$ cat src/pfm_pkg.sv
package pfm_pkg;

  // Pin counts per group and their place in the combined pin vector
  localparam int W3 = 10;
  localparam int W4 = 3;
  localparam int W5 = 6;
  localparam int WALL = 19;
  localparam int B4 = 10;
  localparam int B5 = 13;
  localparam int GRP_CNT = 3;

  // Implemented bits per group (group 3 has no pins 6 and 7)
  localparam logic [15:0] GRP_MASK [0:2] = '{16'h033f, 16'h0007, 16'h003f};

  // Register map: group g at g * 0x20, 16-bit data in the low bits
  localparam logic [4:0] OFS_PDATA = 5'h00;
  localparam logic [4:0] OFS_PDIR = 5'h04;
  localparam logic [4:0] OFS_MODE = 5'h08;
  localparam logic [4:0] OFS_SEL_LO = 5'h0c;
  localparam logic [4:0] OFS_SEL_HI = 5'h10;
  localparam logic [4:0] OFS_LEVEL = 5'h14;
  localparam logic [7:0] OFS_DEBUG = 8'h60;
  localparam int GRP_LSB = 5;

  // Reset values
  localparam logic [15:0] RST_PDIR = 16'hffff;
  localparam logic [15:0] RST_ZERO = 16'h0000;
  localparam logic RST_DEBUG = 1'b1;

  // Level seen by a peripheral input that is not routed to a pin
  localparam logic INACT = 1'b0;

  // Function select codes, written {select_high, select_low}
  localparam logic [1:0] SEL_00 = 2'h0;
  localparam logic [1:0] SEL_LO = 2'h1;
  localparam logic [1:0] SEL_HI = 2'h2;
  localparam logic [1:0] SEL_BOTH = 2'h3;

  typedef struct packed {
    logic [15:0] pdata;
    logic [15:0] pdir;
    logic [15:0] mode;
    logic [15:0] sel_lo;
    logic [15:0] sel_hi;
  } pfm_grp_type;

  typedef struct packed {
    logic serial0_receive;
    logic ext_interrupt_7;
    logic serial0_clock_in;
    logic capture_in_p00;
    logic capture_in_p01;
    logic capture_in_p10;
    logic capture_in_p11;
    logic serial2_receive;
    logic ext_interrupt_8;
    logic clocked_serial_data_in;
    logic clocked_serial_clock_in;
    logic [5:0] key_return_in;
    logic [3:0] capture_in_q0;
    logic debug_data_in;
  } pfm_route_type;

  typedef enum logic [1:0] {
    BUS_IDLE = 2'b01,
    BUS_ACK = 2'b10
  } pfm_bus_type;

endpackage

$ cat src/pfm_pin_sync.sv
`timescale 1ns/1ps
module pfm_pin_sync #(
  parameter int W = 1
) (
  input wire logic clk,
  input wire logic rst_n,
  input wire logic [W-1:0] pin,
  output logic [W-1:0] lvl
);

  logic [W-1:0] s1_ff;
  logic [W-1:0] s2_ff;
  logic [W-1:0] s3_ff;
  logic [W-1:0] lvl_ff;
  logic [W-1:0] nxt_lvl;

  // A change counts once the second and third stages agree
  genvar i;
  generate
    for (i = 0; i < W; i++) begin : g_bit
      always_comb begin
        nxt_lvl[i] = (s2_ff[i] == s3_ff[i]) ? s3_ff[i] : lvl_ff[i];
      end
    end
  endgenerate

  always_ff @(posedge clk) begin
    if (!rst_n) begin
      s1_ff <= '0;
      s2_ff <= '0;
      s3_ff <= '0;
      lvl_ff <= '0;
    end else begin
      s1_ff <= pin;
      s2_ff <= s1_ff;
      s3_ff <= s2_ff;
      lvl_ff <= nxt_lvl;
    end
  end

  assign lvl = lvl_ff;

endmodule // pfm_pin_sync

$ cat src/pfm_pin_drive.sv
`timescale 1ns/1ps
module pfm_pin_drive #(
  parameter int W = 1
) (
  input wire logic clk,
  input wire logic rst_n,
  input wire logic [W-1:0] mode,
  input wire logic [W-1:0] pdata,
  input wire logic [W-1:0] pdir,
  input wire logic [W-1:0] fout,
  input wire logic [W-1:0] foe,
  output logic [W-1:0] pin_out,
  output logic [W-1:0] pin_oe
);

  logic [W-1:0] out_ff;
  logic [W-1:0] oe_ff;
  logic [W-1:0] nxt_out;
  logic [W-1:0] nxt_oe;

  genvar i;
  generate
    for (i = 0; i < W; i++) begin : g_pin
      always_comb begin
        if (mode[i]) begin
          nxt_out[i] = fout[i];
          nxt_oe[i] = foe[i];
        end else begin
          nxt_out[i] = pdata[i];
          nxt_oe[i] = ~pdir[i];
        end
      end
    end
  endgenerate

  always_ff @(posedge clk) begin
    if (!rst_n) begin
      out_ff <= '0;
      oe_ff <= '0;
    end else begin
      out_ff <= nxt_out;
      oe_ff <= nxt_oe;
    end
  end

  assign pin_out = out_ff;
  assign pin_oe = oe_ff;

  a_func_owns_pin:
  assert property (@(posedge clk) disable iff (!rst_n)
    $past(rst_n) |-> ((pin_out ^ $past(fout)) & $past(mode)) == '0
      && ((pin_oe ^ $past(foe)) & $past(mode)) == '0)
  else $error("function pin does not follow its peripheral");

  a_port_owns_pin:
  assert property (@(posedge clk) disable iff (!rst_n)
    $past(rst_n) |-> ((pin_out ^ $past(pdata)) & ~$past(mode)) == '0
      && ((pin_oe ^ ~$past(pdir)) & ~$past(mode)) == '0)
  else $error("port pin does not follow data and direction");

endmodule // pfm_pin_drive

$ cat src/pfm_mux_top.sv
`timescale 1ns/1ps
// Notes on behaviour
// - Mode bit 1 gives the pin to its peripheral; port data is ignored.
// - Group 3 pin 2: clock in, compare p01, capture p00, compare p00.
// - Group 3 pins 3-5: select 0 capture input, 1 compare output.
// - Single-function pins carry their one signal when mode bit set.
// - Group 5 pins 0-3: low select key/capture in, high select compare.
// - Group 5 pins 4-5: mode and low select give key-return input.
// - Debug bit forces group 5 pins 2-5 onto the debug lines.
// - Debug bit is set by reset; clearing it frees the pins.
module pfm_mux_top (
  input wire logic CLK,
  input wire logic RST_N,
  input wire logic WB_CYC_I,
  input wire logic WB_STB_I,
  input wire logic WB_WE_I,
  input wire logic [7:0] WB_ADR_I,
  input wire logic [3:0] WB_SEL_I,
  input wire logic [31:0] WB_DAT_I,
  output logic [31:0] WB_DAT_O,
  output logic WB_ACK_O,
  input wire logic [9:0] P3_PIN_IN,
  output logic [9:0] P3_PIN_OUT,
  output logic [9:0] P3_PIN_OE,
  input wire logic [2:0] P4_PIN_IN,
  output logic [2:0] P4_PIN_OUT,
  output logic [2:0] P4_PIN_OE,
  input wire logic [5:0] P5_PIN_IN,
  output logic [5:0] P5_PIN_OUT,
  output logic [5:0] P5_PIN_OE,
  input wire logic SERIAL0_TRANSMIT,
  input wire logic SERIAL2_TRANSMIT,
  input wire logic COMPARE_OUT_P00,
  input wire logic COMPARE_OUT_P01,
  input wire logic COMPARE_OUT_P10,
  input wire logic COMPARE_OUT_P11,
  input wire logic [3:0] COMPARE_OUT_Q0,
  input wire logic CLOCKED_SERIAL_DATA_OUT,
  input wire logic CLOCKED_SERIAL_CLOCK_OUT,
  input wire logic CLOCKED_SERIAL_CLOCK_OE,
  input wire logic DEBUG_DATA_OUT,
  input wire logic DEBUG_CLOCK,
  input wire logic DEBUG_MODE_SELECT,
  output logic SERIAL0_RECEIVE,
  output logic EXT_INTERRUPT_7,
  output logic SERIAL0_CLOCK_IN,
  output logic CAPTURE_IN_P00,
  output logic CAPTURE_IN_P01,
  output logic CAPTURE_IN_P10,
  output logic CAPTURE_IN_P11,
  output logic SERIAL2_RECEIVE,
  output logic EXT_INTERRUPT_8,
  output logic CLOCKED_SERIAL_DATA_IN,
  output logic CLOCKED_SERIAL_CLOCK_IN,
  output logic [5:0] KEY_RETURN_IN,
  output logic [3:0] CAPTURE_IN_Q0,
  output logic DEBUG_DATA_IN,
  output logic DEBUG_PIN_MODE
);

  pfm_pkg::pfm_grp_type cfg_ff [0:2];
  pfm_pkg::pfm_grp_type nxt_cfg [0:2];
  logic dbg_ff;
  logic nxt_dbg;
  pfm_pkg::pfm_bus_type bus_ff;
  pfm_pkg::pfm_bus_type nxt_bus;
  logic [31:0] dat_ff;
  logic [31:0] nxt_dat;
  pfm_pkg::pfm_route_type route_ff;
  pfm_pkg::pfm_route_type nxt_route;
  logic [pfm_pkg::WALL-1:0] lvl;
  logic [pfm_pkg::WALL-1:0] mode_all;
  logic [pfm_pkg::WALL-1:0] eff_mode;
  logic [pfm_pkg::WALL-1:0] pdata_all;
  logic [pfm_pkg::WALL-1:0] pdir_all;
  logic [pfm_pkg::WALL-1:0] fout;
  logic [pfm_pkg::WALL-1:0] foe;
  logic [pfm_pkg::WALL-1:0] pin_out;
  logic [pfm_pkg::WALL-1:0] pin_oe;
  logic [1:0] sel3_2;

  function automatic logic [15:0] wr16(input logic [15:0] old,
      input logic [31:0] d, input logic [3:0] be, input logic [15:0] m);
    logic [15:0] v;
    v = old;
    if (be[0]) v[7:0] = d[7:0];
    if (be[1]) v[15:8] = d[15:8];
    return v & m;
  endfunction

  function automatic logic [1:0] sel5(input int n,
      input pfm_pkg::pfm_grp_type g);
    return {g.sel_hi[n], g.sel_lo[n]};
  endfunction

  ////////////////////////////////////////////////////////////////////////
  // Wishbone register slave

  always_comb begin
    logic hit;
    logic [1:0] grp;
    logic [4:0] ofs;
    hit = WB_CYC_I && WB_STB_I && (bus_ff == pfm_pkg::BUS_IDLE);
    grp = WB_ADR_I[pfm_pkg::GRP_LSB +: 2];
    ofs = WB_ADR_I[4:0];
    nxt_cfg = cfg_ff;
    nxt_dbg = dbg_ff;
    nxt_dat = 32'h0000_0000;
    case (bus_ff)
      pfm_pkg::BUS_IDLE: nxt_bus = hit ? pfm_pkg::BUS_ACK : pfm_pkg::BUS_IDLE;
      pfm_pkg::BUS_ACK: nxt_bus = pfm_pkg::BUS_IDLE;
      default: nxt_bus = pfm_pkg::BUS_IDLE;
    endcase
    if (hit && WB_ADR_I == pfm_pkg::OFS_DEBUG) begin
      if (WB_WE_I && WB_SEL_I[0]) begin
        nxt_dbg = WB_DAT_I[0];
      end
      nxt_dat = {31'h0000_0000, dbg_ff};
    end else if (hit && !WB_ADR_I[7] && grp < 2'(pfm_pkg::GRP_CNT)) begin
      case (ofs)
        pfm_pkg::OFS_PDATA: begin
          if (WB_WE_I) begin
            nxt_cfg[grp].pdata = wr16(cfg_ff[grp].pdata, WB_DAT_I,
                WB_SEL_I, pfm_pkg::GRP_MASK[grp]);
          end
          nxt_dat = {16'h0000, cfg_ff[grp].pdata};
        end
        pfm_pkg::OFS_PDIR: begin
          if (WB_WE_I) begin
            nxt_cfg[grp].pdir = wr16(cfg_ff[grp].pdir, WB_DAT_I,
                WB_SEL_I, pfm_pkg::GRP_MASK[grp]);
          end
          nxt_dat = {16'h0000, cfg_ff[grp].pdir};
        end
        pfm_pkg::OFS_MODE: begin
          if (WB_WE_I) begin
            nxt_cfg[grp].mode = wr16(cfg_ff[grp].mode, WB_DAT_I,
                WB_SEL_I, pfm_pkg::GRP_MASK[grp]);
          end
          nxt_dat = {16'h0000, cfg_ff[grp].mode};
        end
        pfm_pkg::OFS_SEL_LO: begin
          if (WB_WE_I) begin
            nxt_cfg[grp].sel_lo = wr16(cfg_ff[grp].sel_lo, WB_DAT_I,
                WB_SEL_I, pfm_pkg::GRP_MASK[grp]);
          end
          nxt_dat = {16'h0000, cfg_ff[grp].sel_lo};
        end
        pfm_pkg::OFS_SEL_HI: begin
          if (WB_WE_I) begin
            nxt_cfg[grp].sel_hi = wr16(cfg_ff[grp].sel_hi, WB_DAT_I,
                WB_SEL_I, pfm_pkg::GRP_MASK[grp]);
          end
          nxt_dat = {16'h0000, cfg_ff[grp].sel_hi};
        end
        pfm_pkg::OFS_LEVEL: begin
          case (grp)
            2'h0: nxt_dat = 32'(lvl[pfm_pkg::W3-1:0]
                & pfm_pkg::GRP_MASK[0][pfm_pkg::W3-1:0]);
            2'h1: nxt_dat = 32'(lvl[pfm_pkg::B4 +: pfm_pkg::W4]);
            default: nxt_dat = 32'(lvl[pfm_pkg::B5 +: pfm_pkg::W5]);
          endcase
        end
        default: nxt_dat = 32'h0000_0000;
      endcase
    end
  end

  always_ff @(posedge CLK) begin
    if (!RST_N) begin
      for (int g = 0; g < pfm_pkg::GRP_CNT; g++) begin
        cfg_ff[g].pdata <= pfm_pkg::RST_ZERO;
        cfg_ff[g].pdir <= pfm_pkg::RST_PDIR & pfm_pkg::GRP_MASK[g];
        cfg_ff[g].mode <= pfm_pkg::RST_ZERO;
        cfg_ff[g].sel_lo <= pfm_pkg::RST_ZERO;
        cfg_ff[g].sel_hi <= pfm_pkg::RST_ZERO;
      end
      dbg_ff <= pfm_pkg::RST_DEBUG;
      bus_ff <= pfm_pkg::BUS_IDLE;
      dat_ff <= 32'h0000_0000;
    end else begin
      cfg_ff <= nxt_cfg;
      dbg_ff <= nxt_dbg;
      bus_ff <= nxt_bus;
      dat_ff <= nxt_dat;
    end
  end

  assign WB_ACK_O = (bus_ff == pfm_pkg::BUS_ACK);
  assign WB_DAT_O = dat_ff;
  assign DEBUG_PIN_MODE = dbg_ff;

  ////////////////////////////////////////////////////////////////////////
  // Pin side: synchronise, select functions, drive

  pfm_pin_sync #(.W(pfm_pkg::WALL)) u_sync (
    .clk(CLK),
    .rst_n(RST_N),
    .pin({P5_PIN_IN, P4_PIN_IN, P3_PIN_IN}),
    .lvl(lvl)
  );

  assign mode_all = {cfg_ff[2].mode[pfm_pkg::W5-1:0],
      cfg_ff[1].mode[pfm_pkg::W4-1:0], cfg_ff[0].mode[pfm_pkg::W3-1:0]};
  assign pdata_all = {cfg_ff[2].pdata[pfm_pkg::W5-1:0],
      cfg_ff[1].pdata[pfm_pkg::W4-1:0], cfg_ff[0].pdata[pfm_pkg::W3-1:0]};
  // Pins 6 and 7 of group 3 do not exist: keep them as inputs
  assign pdir_all = {cfg_ff[2].pdir[pfm_pkg::W5-1:0],
      cfg_ff[1].pdir[pfm_pkg::W4-1:0],
      cfg_ff[0].pdir[pfm_pkg::W3-1:0]
      | ~pfm_pkg::GRP_MASK[0][pfm_pkg::W3-1:0]};
  assign sel3_2 = {cfg_ff[0].sel_hi[2], cfg_ff[0].sel_lo[2]};

  always_comb begin
    fout = '0;
    foe = '0;
    eff_mode = mode_all;
    fout[0] = SERIAL0_TRANSMIT;
    foe[0] = 1'b1;
    fout[8] = SERIAL2_TRANSMIT;
    foe[8] = 1'b1;
    fout[pfm_pkg::B4 + 1] = CLOCKED_SERIAL_DATA_OUT;
    foe[pfm_pkg::B4 + 1] = 1'b1;
    fout[pfm_pkg::B4 + 2] = CLOCKED_SERIAL_CLOCK_OUT;
    foe[pfm_pkg::B4 + 2] = CLOCKED_SERIAL_CLOCK_OE;
    case (sel3_2)
      pfm_pkg::SEL_LO: begin
        fout[2] = COMPARE_OUT_P01;
        foe[2] = 1'b1;
      end
      pfm_pkg::SEL_BOTH: begin
        fout[2] = COMPARE_OUT_P00;
        foe[2] = 1'b1;
      end
      default: foe[2] = 1'b0;
    endcase
    fout[3] = COMPARE_OUT_P01;
    foe[3] = cfg_ff[0].sel_lo[3];
    fout[4] = COMPARE_OUT_P10;
    foe[4] = cfg_ff[0].sel_lo[4];
    fout[5] = COMPARE_OUT_P11;
    foe[5] = cfg_ff[0].sel_lo[5];
    // compare output on high select only
    for (int n = 0; n < 4; n++) begin
      fout[pfm_pkg::B5 + n] = COMPARE_OUT_Q0[2'(n + 1)];
      // other codes leave the pin undriven
      foe[pfm_pkg::B5 + n] = (sel5(n, cfg_ff[2]) == pfm_pkg::SEL_HI);
    end
    if (dbg_ff) begin
      // debug lines override port and select bits
      eff_mode[pfm_pkg::B5 + 5 : pfm_pkg::B5 + 2] = 4'hf;
      foe[pfm_pkg::B5 + 2] = 1'b0;
      fout[pfm_pkg::B5 + 3] = DEBUG_DATA_OUT;
      foe[pfm_pkg::B5 + 3] = 1'b1;
      fout[pfm_pkg::B5 + 4] = DEBUG_CLOCK;
      foe[pfm_pkg::B5 + 4] = 1'b1;
      fout[pfm_pkg::B5 + 5] = DEBUG_MODE_SELECT;
      foe[pfm_pkg::B5 + 5] = 1'b1;
    end
  end

  pfm_pin_drive #(.W(pfm_pkg::WALL)) u_drive (
    .clk(CLK),
    .rst_n(RST_N),
    .mode(eff_mode),
    .pdata(pdata_all),
    .pdir(pdir_all),
    .fout(fout),
    .foe(foe),
    .pin_out(pin_out),
    .pin_oe(pin_oe)
  );

  assign P3_PIN_OUT = pin_out[pfm_pkg::W3-1:0];
  assign P3_PIN_OE = pin_oe[pfm_pkg::W3-1:0];
  assign P4_PIN_OUT = pin_out[pfm_pkg::B4 +: pfm_pkg::W4];
  assign P4_PIN_OE = pin_oe[pfm_pkg::B4 +: pfm_pkg::W4];
  assign P5_PIN_OUT = pin_out[pfm_pkg::B5 +: pfm_pkg::W5];
  assign P5_PIN_OE = pin_oe[pfm_pkg::B5 +: pfm_pkg::W5];

  ////////////////////////////////////////////////////////////////////////
  // Peripheral inputs routed from pins

  always_comb begin
    logic on;
    on = 1'b0;
    nxt_route = '0;
    // both functions see the shared pin; software picks one
    nxt_route.serial0_receive = mode_all[1] ? lvl[1] : pfm_pkg::INACT;
    nxt_route.ext_interrupt_7 = mode_all[1] ? lvl[1] : pfm_pkg::INACT;
    nxt_route.serial2_receive = mode_all[9] ? lvl[9] : pfm_pkg::INACT;
    nxt_route.ext_interrupt_8 = mode_all[9] ? lvl[9] : pfm_pkg::INACT;
    nxt_route.serial0_clock_in = (mode_all[2] && sel3_2 == pfm_pkg::SEL_00)
        ? lvl[2] : pfm_pkg::INACT;
    nxt_route.capture_in_p00 = (mode_all[2] && sel3_2 == pfm_pkg::SEL_HI)
        ? lvl[2] : pfm_pkg::INACT;
    nxt_route.capture_in_p01 = (mode_all[3] && !cfg_ff[0].sel_lo[3])
        ? lvl[3] : pfm_pkg::INACT;
    nxt_route.capture_in_p10 = (mode_all[4] && !cfg_ff[0].sel_lo[4])
        ? lvl[4] : pfm_pkg::INACT;
    nxt_route.capture_in_p11 = (mode_all[5] && !cfg_ff[0].sel_lo[5])
        ? lvl[5] : pfm_pkg::INACT;
    nxt_route.clocked_serial_data_in = mode_all[pfm_pkg::B4]
        ? lvl[pfm_pkg::B4] : pfm_pkg::INACT;
    nxt_route.clocked_serial_clock_in = mode_all[pfm_pkg::B4 + 2]
        ? lvl[pfm_pkg::B4 + 2] : pfm_pkg::INACT;
    for (int n = 0; n < 6; n++) begin
      on = mode_all[pfm_pkg::B5 + n] && !(dbg_ff && n >= 2);
      if (n < 4) begin
        // key-return and capture share one code
        on = on && sel5(n, cfg_ff[2]) == pfm_pkg::SEL_LO;
        nxt_route.capture_in_q0[2'(n + 1)] = on ? lvl[pfm_pkg::B5 + n]
            : pfm_pkg::INACT;
      end else begin
        on = on && cfg_ff[2].sel_lo[n];
      end
      nxt_route.key_return_in[n] = on ? lvl[pfm_pkg::B5 + n]
          : pfm_pkg::INACT;
    end
    nxt_route.debug_data_in = dbg_ff ? lvl[pfm_pkg::B5 + 2] : pfm_pkg::INACT;
  end

  always_ff @(posedge CLK) begin
    if (!RST_N) begin
      route_ff <= '0;
    end else begin
      route_ff <= nxt_route;
    end
  end

  assign SERIAL0_RECEIVE = route_ff.serial0_receive;
  assign EXT_INTERRUPT_7 = route_ff.ext_interrupt_7;
  assign SERIAL0_CLOCK_IN = route_ff.serial0_clock_in;
  assign CAPTURE_IN_P00 = route_ff.capture_in_p00;
  assign CAPTURE_IN_P01 = route_ff.capture_in_p01;
  assign CAPTURE_IN_P10 = route_ff.capture_in_p10;
  assign CAPTURE_IN_P11 = route_ff.capture_in_p11;
  assign SERIAL2_RECEIVE = route_ff.serial2_receive;
  assign EXT_INTERRUPT_8 = route_ff.ext_interrupt_8;
  assign CLOCKED_SERIAL_DATA_IN = route_ff.clocked_serial_data_in;
  assign CLOCKED_SERIAL_CLOCK_IN = route_ff.clocked_serial_clock_in;
  assign KEY_RETURN_IN = route_ff.key_return_in;
  assign CAPTURE_IN_Q0 = route_ff.capture_in_q0;
  assign DEBUG_DATA_IN = route_ff.debug_data_in;

  ////////////////////////////////////////////////////////////////////////
  // Checks

  a_tx0_route:
  assert property (@(posedge CLK) disable iff (!RST_N)
    $past(mode_all[0]) |-> P3_PIN_OE[0]
      && P3_PIN_OUT[0] == $past(SERIAL0_TRANSMIT))
  else $error("transmit pin not driven by serial unit");

  a_ck0_select:
  assert property (@(posedge CLK) disable iff (!RST_N)
    $past(mode_all[2] && sel3_2 == 2'h0) |-> !P3_PIN_OE[2]
      && SERIAL0_CLOCK_IN == $past(lvl[2]))
  else $error("serial clock input not selected");

  a_cmp_p00_out:
  assert property (@(posedge CLK) disable iff (!RST_N)
    $past(mode_all[2] && sel3_2 == 2'h3) |-> P3_PIN_OE[2]
      && P3_PIN_OUT[2] == $past(COMPARE_OUT_P00))
  else $error("compare p00 not on pin 2");

  a_cap_p10_in:
  assert property (@(posedge CLK) disable iff (!RST_N)
    $past(mode_all[4] && !cfg_ff[0].sel_lo[4]) |-> !P3_PIN_OE[4]
      && CAPTURE_IN_P10 == $past(lvl[4]))
  else $error("capture p10 not routed");

  a_kr_capture:
  assert property (@(posedge CLK) disable iff (!RST_N)
    $past(mode_all[13] && sel5(0, cfg_ff[2]) == 2'h1) |->
      KEY_RETURN_IN[0] == $past(lvl[13])
      && CAPTURE_IN_Q0[1] == $past(lvl[13]))
  else $error("key return or capture q01 not routed");

  a_kr_pin4:
  assert property (@(posedge CLK) disable iff (!RST_N)
    $past(!dbg_ff && mode_all[17] && cfg_ff[2].sel_lo[4]) |->
      KEY_RETURN_IN[4] == $past(lvl[17]))
  else $error("key return 4 not routed");

  a_dbg_override:
  assert property (@(posedge CLK) disable iff (!RST_N)
    $past(RST_N && dbg_ff) |-> P5_PIN_OE[3]
      && P5_PIN_OUT[3] == $past(DEBUG_DATA_OUT)
      && KEY_RETURN_IN[2] == 1'b0 && !P5_PIN_OE[2])
  else $error("debug lines do not own group 5 pins");

  a_dbg_reset:
  assert property (@(posedge CLK) disable iff (!RST_N)
    $past(!RST_N) |-> dbg_ff && P5_PIN_OE == 6'h00)
  else $error("debug mode not set after reset");

  a_unrouted_idle:
  assert property (@(posedge CLK) disable iff (!RST_N)
    !$past(mode_all[2]) |-> SERIAL0_CLOCK_IN == 1'b0
      && CAPTURE_IN_P00 == 1'b0)
  else $error("unrouted input not inactive");

endmodule // pfm_mux_top

$ cat config.mk
export PLATFORM = sky130hd
export DESIGN_NAME = pfm_mux_top
export DESIGN_NICKNAME = d
export VERILOG_FILES = /design/src/pfm_pkg.sv /design/src/pfm_pin_sync.sv /design/src/pfm_pin_drive.sv /design/src/pfm_mux_top.sv
export SDC_FILE = /design/constraint.sdc
export NUM_CORES = 1
export LEC_CHECK = 0
export BUFFER_PORTS_ARGS = -buffer_cell sky130_fd_sc_hd__buf_2
export CAP_MARGIN = 20
export CORE_MARGIN = 2
export CORE_UTILIZATION = 35
export CTS_BUF_LIST = sky130_fd_sc_hd__clkbuf_8 sky130_fd_sc_hd__clkbuf_16
export CTS_CLUSTER_SIZE = 16
export DETAILED_ROUTE_END_ITERATION = 10
export MAX_ROUTING_LAYER = met4
export PLACE_DENSITY = 0.59
export SLEW_MARGIN = 20
export SYNTH_ARGS = -nofsm -noshare
export SYNTH_HDL_FRONTEND = slang
export SYNTH_HIERARCHICAL = 1
export SYNTH_SLANG_ARGS = --single-unit
export TNS_END_PERCENT = 50
$ cat constraint.sdc
create_clock -name CLK -period 2.2 [get_ports CLK]
set_input_delay 0.33 -clock CLK [delete_from_list [all_inputs] [get_ports CLK]]
set_output_delay 0.33 -clock CLK [all_outputs]
set_load 0.02 [all_outputs]
==> results of run 1 <==
==> cell usage in the layout (no fill, tap or decap), drive strengths merged, types with 16 or more instances in the layout <==
| master | instances |
|---|---|
| o211ai | 20 |
| nand2 | 183 |
| and2 | 153 |
| nand4 | 16 |
| mux2i | 140 |
| clkbuf | 48 |
| nor2 | 49 |
| or2 | 23 |
| dlygate4sd3 | 16 |
| a21boi | 37 |
| conb | 35 |
| a31oi | 17 |
| buf | 204 |
| and3 | 66 |
| a22oi | 28 |
| o2bb2ai | 17 |
| nor2b | 25 |
| dfxtp | 381 |
| o21ai | 111 |
| a21oi | 20 |
==> stage by stage <==
stage | util [%] | worst slack (ps) | instance area [µm²] | TNS, ps | instances
after CTS | 42.9 | 277 | 17600 | 0 | 2226
after floorplan | - | 416 | 14700 | 0 | 1520
after global routing | 42.9 | 122 | 17600 | 0 | 2230
after global placement | 39.3 | 44.3 | 16100 | 0 | 2137
after detailed placement | 39.3 | -34.1 | 16100 | -131 | 2137
final | 42.9 | 296 | 17600 | 0 | 2230
==> report_power, final <==
part	internal [W]	leakage [nW]	switching [W]
sequential	0.00695	3.08	0.0000161
combinational	0.000238	3.76	0.000421
clock	0.00400	0.669	0.00283
total	0.0112	7.51	0.00326
==> worst register-to-register path: cells and delay by family, from the launching register on <==
family,cells,cell delay [ps]
AOI/OAI and AO/OA,1,310
buffers and inverters,2,500
and+or+nand+nor,3,680
DFF,1,300
==> cell type report <==
cell class,count,area [µm²],share of cell area [%]
repair buffers,220,1500,8.53
clock inverters,25,215,1.22
well taps,532,666,3.79
multi-input cells,1016,6420,36.5
clock buffers,48,1120,6.39
diodes,4,10.0,0.0570
inverters,4,15.0,0.0854
flip-flops and latches,381,7630,43.4
==> path summary, 6_finish.rpt <==
| kind | slack [ps] | from | end |
|---|---|---|---|
| setup / recovery | 300 | bus_ff[1] | flip-flop |
| hold / removal | 30 | P3_PIN_IN[5] | u_sync/s1_ff[5] |
| setup reg to reg | 300 | bus_ff[1] | flip-flop |
| hold reg to reg | 430 | u_sync/s1_ff[2] | u_sync/s2_ff[2] |
==> layer usage <==
layer  vias to the layer above  GRT usage, %  share of wire, %
li1                       5442             -                 -
met1                      5208          25.2                47
met2                       341          28.4                44
met3                        74          3.65               6.1
met4                         0          6.63               2.8
met5                         -             -                 0
==> key figures, run 1 <==
Critical path
  • Crit-path max FO: 31
  • Type of the worst setup path: reg -> reg
  • Cell family with the largest share of critical-path delay: simple AND/OR/NAND/NOR gates
  • Depth of the worst register-to-register path: 6
  • Arrival time at the worst endpoint: 2340 ps
  • Critical path's slowest cell: dfxtp_1
  • Worst endpoint required time: 2640 ps
  • Total number of cells along the worst setup path: 6
  • Worst path buffer plus inverter count: 2
  • Nature of the critical path endpoint: flip-flop
  • Delay contributed by the slowest stage of the critical path: 300 ps
  • Series of cell instances along the critical path: nand4b_1, nor2_2, buf_12, a41oi_1, buf_4, and2_1
  • CP startpoint kind: flip-flop

Placed design
  • Detail Placement HPWL: 27100 µm
  • Weighted congestion reported at the end of routability-driven placement: 0.843
  • Number of I/O port buffers: 129

Routing
  • Post-detailed-route count of antenna-violating nets: 0
  • Detail-routed via count per cell: 4.96
  • Total wire length after detailed routing: 40200 µm
  • Routed length per placed instance: 18.0 µm
  • Vias after detailed routing: 11100
  • Remaining routing DRC violations: 0
  • Initial DRT Pass Iterations: 4
  • Number of DRC violations after detailed-routing iteration 0: 867

Die
  • Starting utilization of the core area: 35.6%
  • Number of cell rows: 74
  • Std-Cell Core Area: 40900 µm²
  • Die Span Y: 208 µm
  • Die Area: 43300 µm²
  • Number of primary I/O pins: 178
  • Die Wd: 208 µm

CTS
  • Latest clock arrival within the worst-skew pair: 550 ps
  • Clock sink count: 381
  • Clock Path Buffers: 3
  • Clock transition at the registers of the reported paths: 70 ps
  • Number of levels in the clock H-tree: 2
  • TritonCTS clock tree: done
  • Master cell of the clock root buffer: clkbuf_16
  • Post_cts resized: 0
  • Num CTS Buffers: 41
  • Hold Buf Count CTS: 16
  • Number of setup buffers added after CTS: 0

Worst hold path
  • Hold/Removal Path Class: in -> reg
  • Hold Path Cell Cnt: 2

STA
  • Total count of hold-check failures in the final report: 0
  • Final critical delay including setup and external delays: 1900 ps
  • RSZ-0062 raised after global routing: no
  • Setup Skew: 20.5 ps
  • Final worst hold slack: 25.2 ps
  • Highest achievable clock rate: 525 MHz
  • Rel. slew slack: 53.4%
  • Final max-slew violation count: 0
  • Final-report setup violation count: 0
  • Transition time at the pin with the least slew margin: 698 ps
  • Period utilisation layout: 86.5%

Outcome
  • Outcome: completed

Global route
  • Via count of the first global-routing pass: 11000
  • Congestion Overflow GR: 0
  • Antenna violations before repair: 6
  • GR Util All Layers: 18.9%
  • Global-route wire length before repair: 62700 µm
  • Pin count of the biggest net entering global routing: 80

Yosys
  • Cell area after synthesis: 14600 µm²
  • Total of warnings raised by yosys: 6
  • Avg Inst Size Synth: 9.80 µm²
  • Cell count after synthesis: 1487

Cells and area
  • Share of layout cells above drive strength 1: 17.6%
  • Layout overhead on the synthesized area: 20.6%
  • Number of nets in the finished design: 1748
  • Number of fillers in the final layout: 3981

Pwr
  • Sum of internal, switching and leakage power: 0.0144 W
  • Cell leakage power: 7.51 nW
  • Ratio of total power to cell area: 822 nW/µm²
  • Largest voltage drop on the vdd net: 0.570 mV

Job
  • Reported max-cap violation count: 0
Power figures use the tool's default switching activity.
==> run 2, diff against run 1 <==
--- a/config.mk
+++ b/config.mk
@@ -7,13 +7,15 @@
 export LEC_CHECK = 0
 export BUFFER_PORTS_ARGS = -buffer_cell sky130_fd_sc_hd__buf_2
 export CAP_MARGIN = 20
+export CELL_PAD_IN_SITES_DETAIL_PLACEMENT = 1
+export CELL_PAD_IN_SITES_GLOBAL_PLACEMENT = 1
 export CORE_MARGIN = 2
 export CORE_UTILIZATION = 35
 export CTS_BUF_LIST = sky130_fd_sc_hd__clkbuf_8 sky130_fd_sc_hd__clkbuf_16
 export CTS_CLUSTER_SIZE = 16
 export DETAILED_ROUTE_END_ITERATION = 10
 export MAX_ROUTING_LAYER = met4
-export PLACE_DENSITY = 0.59
+export PLACE_DENSITY = 0.7
 export SLEW_MARGIN = 20
 export SYNTH_ARGS = -nofsm -noshare
 export SYNTH_HDL_FRONTEND = slang
==> run 2 against run 1 <==
Via count up 3.4%. Power up 2.6%. Combinational power up 2%. First-iteration DRC count down 30%. Routed wire length up 9.7%. Worst setup slack worse by 210 ps. Clock skew about the same. Clock-buffer cell count up 5.
==> key figures, run 2 (same netlist as run 1, synthesis figures left out) <==
Routing
  • Detail-routed via count per cell: 5.14 (+3.5%)
  • Initial DRT Pass Iterations: 5 (+1)
  • Total wire length after detailed routing: 44100 µm (+9.7%)
  • Post-detailed-route count of antenna-violating nets: 0 (unchanged)
  • Vias after detailed routing: 11400 (+3.4%)
  • Routed length per placed instance: 19.8 µm (+9.8%)
  • Number of DRC violations after detailed-routing iteration 0: 607 (-30%)
  • Remaining routing DRC violations: 0 (unchanged)

Pwr
  • Share of power burned in registers: 47.0% (-1.2 points)
  • Sum of internal, switching and leakage power: 0.0148 W (+2.6%)
  • Relative contribution of combinational cells to total power: 4.5% (about the same)
  • Largest voltage drop on the vdd net: 0.484 mV (-15%)
  • Switching fraction of total power: 22.7% (+0.15 points)
  • Ratio of total power to cell area: 840 nW/µm² (+2.2%)
  • Cell leakage power: 7.56 nW (+0.71%)
  • Clock network power share: 48.5% (+1.3 points)
  • Switching component of the power: 0.00337 W (+3.3%)
  • Cell internal pwr: 0.0115 W (+2.4%)

CTS
  • Clock transition at the registers of the reported paths: 70 ps (about the same)
  • Latest clock arrival within the worst-skew pair: 570 ps (+20 ps)
  • Clock Path Buffers: 3 (unchanged)
  • Hold Buf Count CTS: 16 (unchanged)
  • Number of setup buffers added after CTS: 0 (unchanged)
  • Clock sink count: 381 (unchanged)
  • Number of levels in the clock H-tree: 2 (unchanged)
  • Post_cts resized: 0 (unchanged)
  • Master cell of the clock root buffer: clkbuf_16
  • TritonCTS clock tree: done
  • Num CTS Buffers: 42 (+2.4%)

Global route
  • Congestion Overflow GR: 0 (unchanged)
  • Antenna violations before repair: 0 (-6)
  • Global-route wire length before repair: 67900 µm (+8.2%)
  • Via count of the first global-routing pass: 11700 (+6.0%)
  • GR Util All Layers: 20.5% (+1.7 points)
  • Pin count of the biggest net entering global routing: 102 (+28%)

STA
  • RSZ-0062 raised after global routing: no
  • Final critical delay including setup and external delays: 2120 ps (+215 ps)
  • Transition time at the pin with the least slew margin: 893 ps (+195 ps)
  • Worst-case setup margin in the final layout: 81.6 ps (-215 ps)
  • Final-report setup violation count: 0 (unchanged)
  • Period utilisation layout: 96.3% (+9.8 points)
  • Highest achievable clock rate: 472 MHz (-10%)
  • Total count of hold-check failures in the final report: 0 (unchanged)
  • Sum of negative setup slack: 0 ps (unchanged)
  • Final max-slew violation count: 0 (unchanged)
  • Rel. slew slack: 40.4% (-13 points)
  • Setup Skew: 20.3 ps (-0.213 ps)

Critical path
  • Critical path's slowest cell: dfxtp_1
  • Series of cell instances along the critical path: buf_2
  • Arrival time at the worst endpoint: 1790 ps (-550 ps)
  • CP startpoint kind: flip-flop
  • Type of the worst setup path: reg -> out
  • Worst path buffer plus inverter count: 1 (-1)
  • Nature of the critical path endpoint: output pin
  • Crit-path max FO: 16 (-48%)
  • Cell family with the largest share of critical-path delay: flip-flops
  • Worst endpoint required time: 1870 ps (-770 ps)
  • Delay contributed by the slowest stage of the critical path: 900 ps (+600 ps)

Cells and area
  • Number of nets in the finished design: 1748 (unchanged)
  • Most common library cell in the layout ignoring fill and taps: dfxtp_1
  • Final core occ: 43.1% (+0.19 points)
  • Most frequent cells in the layout: dfxtp_1 (381), nand2_1 (183), and2_1 (153)
  • Layout overhead on the synthesized area: 21.1%
  • Count of antenna diodes in the layout: 0 (-4)
  • Share of layout cells above drive strength 1: 17.6% (+0.038 points)

Die
  • Std-Cell Core Area: 40900 µm² (unchanged)
  • Die Wd: 208 µm (unchanged)
  • Die Span Y: 208 µm (unchanged)
  • Starting utilization of the core area: 35.6% (unchanged)
  • Number of primary I/O pins: 178 (unchanged)
  • Die Area: 43300 µm² (unchanged)
  • Number of cell rows: 74 (unchanged)

Placed design
  • Number of I/O port buffers: 129 (unchanged)
  • Detail Placement HPWL: 29900 µm (+10%)
  • Weighted congestion reported at the end of routability-driven placement: 0.851 (+0.88%)
  • Worst slack at placement: 28.2 ps (+62.3 ps)

Worst hold path
  • Hold/Removal Path Class: in -> reg

Outcome
  • Outcome: completed

Job
  • Reported max-cap violation count: 0 (unchanged)
run 2: area by class of cell:
class	instances	area, µm²
inverter	4	15.0
tap	532	666
timing repair buffer	219	1490
clock buffer	53	1210
fill	4632	23300
multi-input combinational	1016	6420
clock inverter	23	218
sequential	381	7630
run 2: per-layer routing:
metal  global-route usage [%]  vias up  wire length [µm]
li1                         -     5416                 -
met3                     3.43       72              2270
met2                     31.1      300             19600
met4                     6.70        0              1170
met1                     27.8     5658             21000
met5                        -        -                 0
run 2: metrics by stage:
step | hold slack (ps) | instance area (µm²) | std cells
6_report | 27.8 | 17600 | 2228
5_1_grt | 34.4 | 17600 | 2228
4_1_cts | 7.61 | 17600 | 2228
3_5_place_dp | 419 | 16100 | 2136
3_3_place_gp | 416 | 16100 | 2136
2_1_floorplan | 406 | 14700 | 1520
run 2: power groups by stage:
stage          registers, W  logic, W  clock network (W)
6_report            0.00697  0.000672            0.00719
5_1_grt             0.00697  0.000716            0.00762
4_1_cts             0.00697  0.000669            0.00736
3_5_place_dp        0.00712  0.000644                  0
3_3_place_gp        0.00712  0.000634                  0
2_1_floorplan       0.00712  0.000394                  0
run 2: worst paths after layout:
path / from / end / slack (ps) / cells after the start
max: DEBUG_PIN_MODE / DEBUG_PIN_MODE / 80 / 1
min reg2reg: u_sync/s1_ff[16] / u_sync/s2_ff[16] / 430 / 1
min: P3_PIN_IN[0] / u_sync/s1_ff[0] / 30 / 2
max reg2reg: bus_ff[1] / WB_DAT_O[8] / 310 / 7
